<file path="config.mk">
export PLATFORM = sky130hd
export DESIGN_NAME = tscp_top
export DESIGN_NICKNAME = d
export VERILOG_FILES = /design/src/tscp_pkg.sv /design/src/tscp_top.sv
export SDC_FILE = /design/constraint.sdc
export NUM_CORES = 1
export LEC_CHECK = 0
export BUFFER_PORTS_ARGS = -buffer_cell sky130_fd_sc_hd__clkbuf_2
export CAP_MARGIN = 20
export CORE_UTILIZATION = 55
export CTS_BUF_LIST = sky130_fd_sc_hd__clkbuf_8 sky130_fd_sc_hd__clkbuf_16
export DETAILED_ROUTE_END_ITERATION = 6
export GPL_ROUTABILITY_DRIVEN = 0
export PLACE_DENSITY = 0.8
export SYNTH_ARGS = -nofsm -noshare
export SYNTH_HDL_FRONTEND = slang
export SYNTH_SLANG_ARGS = --single-unit
</file>
<file path="constraint.sdc">
create_clock -name CORE_CLK -period 4.3 [get_ports CORE_CLK]
set_clock_uncertainty 0.1 [all_clocks]
set_input_delay 0.645 -clock CORE_CLK [delete_from_list [all_inputs] [get_ports CORE_CLK]]
set_output_delay 0.645 -clock CORE_CLK [all_outputs]
set_load 0.005 [all_outputs]
</file>
<file path="src/tscp_pkg.sv">
// Purpose: Shared constants and types for the test set control port
// Assumes: APB register map, 25 MHz core clock
// Notes:   Offsets are byte addresses of aligned 32-bit words
`default_nettype none
package tscp_pkg;

	// Register byte offsets
	localparam int          APB_AW      = 8;
	localparam logic [7:0]  ADDR_CTRL   = 8'h00;
	localparam logic [7:0]  ADDR_CMD    = 8'h04;
	localparam logic [7:0]  ADDR_STAT   = 8'h08;
	localparam logic [7:0]  ADDR_LOOP   = 8'h0C;
	localparam logic [7:0]  ADDR_SWEEP  = 8'h10;

	// Control register reset and writable mask
	localparam logic [31:0] CTRL_RESET  = 32'h003F0100;
	localparam logic [31:0] CTRL_MASK   = 32'h003F7F77;
	localparam int          CTRL_DIR_BIT = 8;

	// Sequence slot range, parallel input bit range and width
	localparam logic [2:0]  SLOT_FIRST  = 3'h1;
	localparam logic [2:0]  SLOT_LAST   = 3'h6;
	localparam logic [2:0]  PAR_BIT_MAX = 3'h4;
	localparam int          PAR_W       = 5;

	// Decision command opcodes
	localparam logic [3:0]  OP_DO       = 4'h1;
	localparam logic [3:0]  OP_IF_PASS  = 4'h2;
	localparam logic [3:0]  OP_IF_FAIL  = 4'h3;
	localparam logic [3:0]  OP_IF_LZERO = 4'h4;
	localparam logic [3:0]  OP_IF_LNZ   = 4'h5;
	localparam logic [3:0]  OP_IF_BITH  = 4'h6;
	localparam logic [3:0]  OP_IF_BITL  = 4'h7;
	localparam logic [3:0]  OP_LOOP_LD  = 4'h8;
	localparam logic [3:0]  OP_LOOP_INC = 4'h9;
	localparam logic [3:0]  OP_LOOP_DEC = 4'hA;

	// Sequencing output modes
	localparam logic [1:0]  TTL_HIGH    = 2'h0;
	localparam logic [1:0]  TTL_LOW     = 2'h1;
	localparam logic [1:0]  TTL_PHIGH   = 2'h2;
	localparam logic [1:0]  TTL_PLOW    = 2'h3;

	// End-of-sweep pulse length
	localparam int          CLK_NS      = 40;
	localparam int          PULSE_NS    = 1000;
	localparam int          PULSE_CYC   = (PULSE_NS + CLK_NS - 1) / CLK_NS;
	localparam int          PCNT_W      = $clog2(PULSE_CYC + 1);
	localparam logic [PCNT_W-1:0] PULSE_LOAD = PCNT_W'(PULSE_CYC);

	typedef struct packed {
		logic [9:0] unused_hi;
		logic [5:0] resident;
		logic       rsv15;
		logic [2:0] parallel_input_bit_select;
		logic       gpio_en;
		logic [1:0] ttl_mode;
		logic       fwd_dir;
		logic       rsv7;
		logic [2:0] reverse_port_code;
		logic       rsv3;
		logic [2:0] forward_port_code;
	} tscp_ctrl_s;

	typedef struct packed {
		logic [15:0] operand;
		logic [8:0]  rsv;
		logic [2:0]  dest;
		logic [3:0]  op;
	} tscp_cmd_s;

	typedef struct packed {
		logic [21:0] zero;
		logic        stb_valid;
		logic        sweep_pend;
		logic        holdoff;
		logic        limit_pass;
		logic        err;
		logic        taken;
		logic        rsv3;
		logic [2:0]  slot;
	} tscp_stat_s;

	typedef enum logic [1:0] {STB_VALID, STB_DROP, STB_LOAD} tscp_stb_e;

endpackage
`default_nettype wire

</file>
<file path="src/tscp_top.sv">
// Purpose: Test set control port and sequence decision logic
// Assumes: APB slave, zero wait states, one clock domain
// Notes:   Pins are synchronised, limit and sweep events are core logic
`timescale 1ns/10ps
`default_nettype none

// Operation
// - Lowest code line is high for odd codes 1, 3, 5, 7.
// - Middle code line is high for codes 2, 3, 6, 7.
// - Top code line is high for codes 4, 5, 6, 7.
// - Active-low strobe is low while code lines carry a valid code.
// - Direction line high in forward, low in reverse, follows active port.
// - No new sweep starts while hold-off input is asserted.
// - Port mirrors the sequencing output and the limit-test result.
// - Sequencing output: steady high, steady low, high or low end-sweep pulse.
// - Every jump resolves to slot 1 to 6, regardless of title.
// - Jumps are one-way, to own or other resident slot only.
// - Jump to own slot restarts it from its first command.
// - Pass and fail branches jump only when last limit result matches.
// - One loop register, loadable, incremented or decremented by one.
// - Branches on loop register equal zero or not equal zero.
// - Parallel input branches only while the port is in general mode.
// - Separate forward and reverse codes; active direction's code is output.
// - Select parallel input bit 0 to 4; branch on high or low.
module tscp_top
	import tscp_pkg::*;
#(
	parameter int LOOP_W = 16
) (
	input  wire logic              CORE_CLK,      // Core clock
	input  wire logic              RST_N,         // Sync reset, low
	input  wire logic              PSEL,          // APB select
	input  wire logic              PENABLE,       // APB enable
	input  wire logic              PWRITE,        // APB write
	input  wire logic [APB_AW-1:0] PADDR,         // APB address
	input  wire logic [31:0]       PWDATA,        // APB write data
	output logic      [31:0]       PRDATA,        // APB read data
	output logic                   PREADY,        // APB ready
	output logic                   PSLVERR,       // APB error
	input  wire logic              HOLDOFF_PIN,   // Sweep hold-off pin
	input  wire logic [PAR_W-1:0]  PAR_IN,        // Parallel input pins
	input  wire logic              LIMIT_VALID,   // Limit result strobe
	input  wire logic              LIMIT_PASS,    // Limit result level
	input  wire logic              SWEEP_END,     // End of sweep pulse
	output logic                   SWEEP_START,   // Start sweep pulse
	output logic      [2:0]        TS_CODE,       // Port code lines
	output logic                   TS_VALID_N,    // Code valid strobe
	output logic                   TS_DIR_FWD,    // Forward direction
	output logic                   TS_SEQ_OUT,    // Port sequencing copy
	output logic                   TS_LIMIT_OUT,  // Port limit copy
	output logic                   SEQ_TTL_OUT,   // Sequencing output
	output logic                   LIMIT_BNC_OUT, // Limit output
	output logic                   SEQ_JUMP,      // Jump or restart pulse
	output logic      [2:0]        SEQ_SLOT       // Running slot
);
	// Refuse loop widths outside the operand field
	if (LOOP_W < 1 || LOOP_W > 16) begin : g_chk
		$error("LOOP_W must be 1 to 16");
	end
	localparam logic [LOOP_W-1:0] LOOP_ONE  = LOOP_W'(1);
	localparam logic [LOOP_W-1:0] LOOP_ZERO = '0;
	// Exact byte address match
	function automatic logic addr_hit(input logic [APB_AW-1:0] a, input logic [7:0] off);
		return a == off;
	endfunction
	// Opcode is a branch command
	function automatic logic is_branch(input logic [3:0] op);
		return op inside {OP_DO, OP_IF_PASS, OP_IF_FAIL, OP_IF_LZERO,
			OP_IF_LNZ, OP_IF_BITH, OP_IF_BITL};
	endfunction
	// Opcode reads a parallel input
	function automatic logic is_par(input logic [3:0] op);
		return op == OP_IF_BITH || op == OP_IF_BITL;
	endfunction
	tscp_ctrl_s        ctrl_reg;
	logic [LOOP_W-1:0] loop_reg, loop_next;
	logic [2:0]        slot_reg;
	logic              jump_reg, taken_reg, err_reg, err_next;
	logic              limit_reg, pend_reg, busy_reg;
	logic              hold_s1, hold_s2;
	logic [PAR_W-1:0]  par_s1, par_s2;
	logic [2:0]        code_reg;
	logic              valid_n_reg, ttl_reg;
	logic [PCNT_W-1:0] pcnt_reg;
	logic [31:0]       rdata_reg;
	tscp_stb_e         stb_reg, stb_next;
	// APB decode
	wire        setup    = PSEL & ~PENABLE;
	wire        acc      = PSEL & PENABLE;
	wire        hit_ctrl = addr_hit(PADDR, ADDR_CTRL);
	wire        hit_cmd  = addr_hit(PADDR, ADDR_CMD);
	wire        hit_stat = addr_hit(PADDR, ADDR_STAT);
	wire        hit_loop = addr_hit(PADDR, ADDR_LOOP);
	wire        hit_swp  = addr_hit(PADDR, ADDR_SWEEP);
	wire        mapped   = hit_ctrl | hit_cmd | hit_stat | hit_loop | hit_swp;
	wire        wr       = acc & PWRITE;
	wire        wr_ctrl  = wr & hit_ctrl;
	wire        wr_cmd   = wr & hit_cmd;
	wire        wr_stat  = wr & hit_stat;
	wire        wr_swp   = wr & hit_swp;
	tscp_cmd_s  cmd;
	tscp_stat_s stat_w;
	tscp_stat_s stat_wr;
	assign cmd     = tscp_cmd_s'(PWDATA);
	assign stat_wr = tscp_stat_s'(PWDATA);
	// Bus answer
	assign PREADY  = 1'b1;
	assign PSLVERR = acc & ~mapped;
	assign PRDATA  = rdata_reg;
	// Status view
	assign stat_w = '{zero: '0, stb_valid: ~valid_n_reg, sweep_pend: pend_reg,
		holdoff: hold_s2, limit_pass: limit_reg, err: err_reg,
		taken: taken_reg, rsv3: 1'b0, slot: slot_reg};
	// Read data mux
	wire [31:0] rd_mux = hit_ctrl ? (ctrl_reg & CTRL_MASK) :
		hit_stat ? stat_w :
		hit_loop ? 32'(loop_reg) :
		hit_swp  ? {31'h0, pend_reg} : 32'h0;
	// Read data captured in setup phase
	always_ff @(posedge CORE_CLK) begin
		if (!RST_N)
			rdata_reg <= 32'h0;
		else if (setup)
			rdata_reg <= rd_mux;
	end
	// Control register
	always_ff @(posedge CORE_CLK) begin
		if (!RST_N)
			ctrl_reg <= tscp_ctrl_s'(CTRL_RESET);
		else if (wr_ctrl)
			ctrl_reg <= tscp_ctrl_s'(PWDATA & CTRL_MASK);
	end
	// Pin synchronisers
	always_ff @(posedge CORE_CLK) begin
		if (!RST_N) begin
			hold_s1 <= 1'b0;
			hold_s2 <= 1'b0;
			par_s1  <= '0;
			par_s2  <= '0;
		end else begin
			hold_s1 <= HOLDOFF_PIN;
			hold_s2 <= hold_s1;
			par_s1  <= PAR_IN;
			par_s2  <= par_s1;
		end
	end
	wire [2:0] psel_b  = ctrl_reg.parallel_input_bit_select;
	wire       bit_ok  = ctrl_reg.gpio_en & (psel_b <= PAR_BIT_MAX);
	wire       par_bit = (psel_b <= PAR_BIT_MAX) ? par_s2[psel_b] : 1'b0;
	wire       dest_in = (cmd.dest >= SLOT_FIRST) & (cmd.dest <= SLOT_LAST);
	wire [2:0] dest_ix = cmd.dest - SLOT_FIRST;
	wire       dest_ok = dest_in & ctrl_reg.resident[dest_ix];
	wire cond = (cmd.op == OP_DO) |
		((cmd.op == OP_IF_PASS) & limit_reg) |
		((cmd.op == OP_IF_FAIL) & ~limit_reg) |
		((cmd.op == OP_IF_LZERO) & (loop_reg == LOOP_ZERO)) |
		((cmd.op == OP_IF_LNZ) & (loop_reg != LOOP_ZERO)) |
		((cmd.op == OP_IF_BITH) & bit_ok & par_bit) |
		((cmd.op == OP_IF_BITL) & bit_ok & ~par_bit);
	// one-way jump only to resident slot
	wire jump_go = wr_cmd & is_branch(cmd.op) & cond & dest_ok;
	wire bad_op  = ~is_branch(cmd.op) & (cmd.op > OP_LOOP_DEC);
	wire err_set = wr_cmd & ((is_branch(cmd.op) & ~dest_ok) |
		(is_par(cmd.op) & ~bit_ok) | bad_op);
	// Error flag, set wins over clear
	assign err_next = err_set | (err_reg & ~(wr_stat & stat_wr.err));
	always_ff @(posedge CORE_CLK) begin
		if (!RST_N) begin
			slot_reg  <= SLOT_FIRST;
			jump_reg  <= 1'b0;
			taken_reg <= 1'b0;
			err_reg   <= 1'b0;
		end else begin
			jump_reg <= jump_go;
			err_reg  <= err_next;
			if (jump_go)
				slot_reg <= cmd.dest;
			if (wr_cmd)
				taken_reg <= jump_go;
		end
	end
	assign SEQ_JUMP = jump_reg;
	assign SEQ_SLOT = slot_reg;
	assign loop_next = !wr_cmd ? loop_reg :
		(cmd.op == OP_LOOP_LD)  ? cmd.operand[LOOP_W-1:0] :
		(cmd.op == OP_LOOP_INC) ? loop_reg + LOOP_ONE :
		(cmd.op == OP_LOOP_DEC) ? loop_reg - LOOP_ONE : loop_reg;

	always_ff @(posedge CORE_CLK) begin
		if (!RST_N)
			loop_reg <= '0;
		else
			loop_reg <= loop_next;
	end
	// Limit result latch
	always_ff @(posedge CORE_CLK) begin
		if (!RST_N)
			limit_reg <= 1'b0;
		else if (LIMIT_VALID)
			limit_reg <= LIMIT_PASS;
	end
	assign LIMIT_BNC_OUT = limit_reg;
	assign TS_LIMIT_OUT  = limit_reg;
	// sweep start held off by the test set
	wire start_go = pend_reg & ~busy_reg & ~hold_s2;

	always_ff @(posedge CORE_CLK) begin
		if (!RST_N) begin
			pend_reg    <= 1'b0;
			busy_reg    <= 1'b0;
			SWEEP_START <= 1'b0;
		end else begin
			pend_reg    <= (wr_swp & PWDATA[0]) | (pend_reg & ~start_go);
			busy_reg    <= start_go | (busy_reg & ~SWEEP_END);
			SWEEP_START <= start_go;
		end
	end
	always_ff @(posedge CORE_CLK) begin
		if (!RST_N)
			pcnt_reg <= '0;
		else if (SWEEP_END)
			pcnt_reg <= PULSE_LOAD;
		else if (pcnt_reg != '0)
			pcnt_reg <= pcnt_reg - PCNT_W'(1);
	end
	wire p_act = pcnt_reg != '0;
	wire ttl_next = (ctrl_reg.ttl_mode == TTL_HIGH)  ? 1'b1 :
		(ctrl_reg.ttl_mode == TTL_LOW)   ? 1'b0 :
		(ctrl_reg.ttl_mode == TTL_PHIGH) ? p_act : ~p_act;

	always_ff @(posedge CORE_CLK) begin
		if (!RST_N)
			ttl_reg <= 1'b1;
		else
			ttl_reg <= ttl_next;
	end
	assign SEQ_TTL_OUT = ttl_reg;
	assign TS_SEQ_OUT  = ttl_reg;
	assign TS_DIR_FWD = ctrl_reg.fwd_dir;
	wire [2:0] sel_code  = ctrl_reg.fwd_dir ? ctrl_reg.forward_port_code
		: ctrl_reg.reverse_port_code;
	wire       code_diff = sel_code != code_reg;
	always_comb begin
		stb_next = stb_reg;
		unique case (stb_reg)
			STB_VALID: stb_next = code_diff ? STB_DROP : STB_VALID;
			STB_DROP:  stb_next = STB_LOAD;
			STB_LOAD:  stb_next = STB_VALID;
		endcase
	end
	always_ff @(posedge CORE_CLK) begin
		if (!RST_N) begin
			stb_reg     <= STB_VALID;
			code_reg    <= 3'h0;
			valid_n_reg <= 1'b0;
		end else begin
			stb_reg     <= stb_next;
			valid_n_reg <= stb_next != STB_VALID;
			if (stb_reg == STB_DROP)
				code_reg <= sel_code;
		end
	end
	assign TS_CODE    = code_reg;
	assign TS_VALID_N = valid_n_reg;
endmodule // tscp_top

`default_nettype wire

</file>
==> Flow_metrics.wiki <==
{| class="wikitable"
! Metric !! Value
|-
| Final core utilization || between 60 and 70%
|-
| Post-synthesis adder-cell area fraction || 5.89%
|-
| DRC violations left || 0
|-
| Final max-slew violation count || 0
|-
| Hold Path Origin || par_s1[4]
|-
| Tightest Hold Check Type || register to register
|-
| Antenna diode count || 0
|-
| Pwr dens || 299 nW/um^2
|-
| Cell taking the most area after synthesis || sky130_fd_sc_hd__dfxtp_1
|-
| Ys async rst share || 0%
|-
| Fraction of the mapped netlist area in compound gates || between 20% and 30%
|-
| Initial antenna violation count || 0
|-
| Number of fillers in the final layout || 796
|-
| Post-CTS Setup Repair Bufs || 0
|-
| Leakage power of the design || 2.48 nW
|-
| Minimum period implied by the final worst setup slack || 3210 ps
|-
| Hold Path End || par_s2[4]
|-
| Max-cap violations || 0
|-
| Endpoint kind of the worst setup timing path || register
|-
| Measured slew at the worst slew-check pin || 810 ps
|-
| Area Growth Syn to Fin || 13.0%
|-
| Total negative slack || 0 ps
|-
| Startpoint of the worst-slack reg-to-reg timing path || loop_reg[0]
|-
| Reg-to-reg critical path endpoint || loop_reg[8]
|-
| Cell area reported after detailed placement || ~5500 um^2
|-
| Final cell area excluding filler cells || 5660 um^2
|-
| Depth of the CTS H-tree || 3
|-
| Result of the run || finished, final reports clean
|-
| Number of cells on the worst hold path || 1
|-
| Row cnt || 34
|-
| Library cell used as clock root buffer || sky130_fd_sc_hd__clkbuf_8
|-
| Most instantiated flip-flop cell in the synthesis netlist || sky130_fd_sc_hd__dfxtp_1
|-
| Slowest cell on the critical path || sky130_fd_sc_hd__o31ai_1
|-
| Number of buffers added to fix hold violations after cts || 0
|-
| Overall routing resource usage || 29.5%
|-
| Category of the most critical setup path || input port to register
|-
| Warnings from Yosys || 0
|-
| Half-perimeter wire length after detailed placement || 10.0 mm
|-
| Initial Util || between 50% and 60%
|-
| Final period util || 74.6%
|-
| Number of unique standard cell types used by synthesis || 63
|-
| Number of setup violations in the final report || 0
|-
| Instance count of the mapped netlist || 628
|-
| Number of cells on the worst reg-to-reg path || 8
|-
| Synthesized cell area || about 5000 um^2
|-
| Avg WL per Cell || ~17 um
|-
| Final hold violations || 0
|-
| Largest family of logic cells by synthesized area || simple AND/OR/NAND/NOR gates
|-
| Cell types with the highest counts after synthesis || sky130_fd_sc_hd__dfxtp_1 (91), sky130_fd_sc_hd__nand2_1 (86), sky130_fd_sc_hd__a21oi_1 (71)
|-
| CP max stage delay || 410 ps
|-
| Endpoint required time on the critical path || between 4000 and 5000 ps
|-
| Arrival time of the worst setup path || 3410 ps
|-
| Number of antenna-violating nets in the routed design || 0
|-
| Vert. Die Dim || 97.4 um
|-
| Clock buffer count from CTS || 9
|-
| Cells traversed along the worst timing path || clkbuf_2 > nor3b_1 > nand2_1 > buf_4 > ha_1 > and3_1 > o21a_1 > o31ai_1 > a21boi_0 > o311a_1 > nor3_1
|-
| CTS tree || done
|-
| Mux contribution to synthesized area || under 10%
|-
| Number of violations reported at the end of detailed-routing iteration 0 || 369
|-
| Number of flops mapped to enable cells by yosys || 0
|-
| Number of vias in the routed layout || roughly 5000
|-
| Sum of overflow across all layers after global routing || 0
|-
| Storage cell area || 1820 um^2
|-
| Clock Sinks || 91
|-
| Die Span X || 97.4 um
|-
| Global-route wire length before repair || 22.6 mm
|-
| Simple-gate share of the synthesized area || 23.5%
|-
| Ports placed on the boundary || 102
|-
| Area of the core region || between 8000 and 9000 um^2
|-
| Number of register bits inferred by synthesis || 91
|-
| Top cells by area, synth || sky130_fd_sc_hd__dfxtp_1 (36%), sky130_fd_sc_hd__a21oi_1 (7.1%), sky130_fd_sc_hd__nand2_1 (6.4%), sky130_fd_sc_hd__ha_1 (5.5%), sky130_fd_sc_hd__nor2_1 (3.4%)
|-
| Max rail drop VDD || 0.000174 V
|-
| Nature of the critical path startpoint || input port
|-
| Synthesized-area fraction occupied by xor and xnor cells || around 3%
|-
| Area share of the largest cell type after synthesis || a little over a third
|-
| Multi-input gate area || 2930 um^2
|-
| Final Net Count || ~780
|-
| Resized cells post-CTS || 0
|-
| CTS clk-pin slew, worst paths || 100 ps
|-
| Clock tree buffer depth || 2
|-
| Skew-Pair Late Insertion Delay || 380 ps
|-
| Most numerous cell in the Yosys netlist || sky130_fd_sc_hd__dfxtp_1
|-
| Worst relative slew slack || 45.9%
|-
| Worst reg2reg setup slack || 1870 ps
|-
| Seq/Total Area, Yosys || 36.4%
|-
| Top achievable clock speed || a little over 300 MHz
|-
| 1st-pass router iterations || 6
|-
| Detailed-route wire length || between 10 and 15 mm
|-
| Via count of the first global-routing pass || 4771
|-
| Crit Path Max Fanout || 17
|-
| Avg Synthesized Cell Area || 7.98 um^2
|-
| Largest net degree at the start of global routing || 40
|-
| Vias/cell || 6.08
|-
| Max FFs per register || 22
|-
| Layout cell share with drive strength beyond 1 || 17.8%
|-
| Count of buffers inserted at the top-level ports || 88
|-
| RSZ-0062 raised after global routing || false
|-
| Die area || between 9000 and 10000 um^2
|}
## cells in the final DEF, fill, tap and decap left out, types with 12 or more instances in the layout
| master | count |
|---|---|
| sky130_fd_sc_hd__dfxtp_1 | 91 |
| sky130_fd_sc_hd__clkbuf_2 | 88 |
| sky130_fd_sc_hd__nand2_1 | 86 |
| sky130_fd_sc_hd__a21oi_1 | 71 |
| sky130_fd_sc_hd__nor2_1 | 45 |
| sky130_fd_sc_hd__o21ai_0 | 28 |
| sky130_fd_sc_hd__nor3_1 | 25 |
| sky130_fd_sc_hd__ha_1 | 22 |
| sky130_fd_sc_hd__inv_1 | 19 |
| sky130_fd_sc_hd__nand3_1 | 18 |
| sky130_fd_sc_hd__and2_1 | 16 |
| sky130_fd_sc_hd__xnor2_1 | 14 |
| sky130_fd_sc_hd__a22oi_1 | 12 |
## cell type report
cell class,instances,area share (%)
multi-input combinational,481,51.8
sequential,91,32.2
timing repair buffer,97,8.97
tap,108,2.39
clock buffer,9,2.19
clock inverter,7,1.26
inverter,19,1.26
## worst max-delay path: cells and delay by family
family,cells,cell delay (ps)
compound gates,4,1100
buf+inv,2,400
fa+ha+maj,1,390
simple gates,4,860
## how the worst max path moves through the flow
stage                     cells after the start  startpoint  slack [ps]          end
after floorplan                              10   PWDATA[1]         910  loop_reg[8]
after global placement                       11   PWDATA[1]         820  loop_reg[8]
after detailed placement                     11   PWDATA[1]         730  loop_reg[8]
after CTS                                    11   PWDATA[1]        1110  loop_reg[8]
after global routing                         11   PWDATA[1]         780  loop_reg[8]
final                                        11   PWDATA[1]        1090  loop_reg[8]
## stage by stage
stage	hold WS [ps]	power [mW]	setup slack, ps	std cells
after floorplan	312	1.05	907	637
after global placement	314	1.12	820	796
after detailed placement	320	1.13	732	796
after CTS	341	1.69	1110	812
after global routing	361	1.76	784	812
final	344	1.69	1090	812
## routing by layer
| layer | vias to the layer above | track usage (%) | wire length (um) |
|---|---|---|---|
| met3 | 30 | 4.96 | 1080 |
| met4 | 0 | 12.6 | 335 |
| met5 | - | 0 | 0 |
| li1 | 2368 | - | - |
| met1 | 2302 | 37.4 | 5720 |
| met2 | 233 | 49.4 | 6510 |
## logic make-up (layout without fill, tap and decap cells)
group | count (synthesis) | after routing
other cells | 2 | 11
buf+inv | 65 | 132
xor+xnor | 17 | 17
compound gates | 176 | 176
mux | 12 | 12
simple gates | 242 | 242
fa+ha+maj | 23 | 23
flops | 91 | 91
## power by group
| group | leakage (nW) | internal, mW | switching [mW] |
|---|---|---|---|
| combinational | 1.64 | 0.0950 | 0.130 |
| clock | 0.0926 | 0.226 | 0.352 |
| sequential | 0.738 | 0.870 | 0.0176 |
| total | 2.48 | 1.19 | 0.500 |
Power figures use the tool's default switching activity.
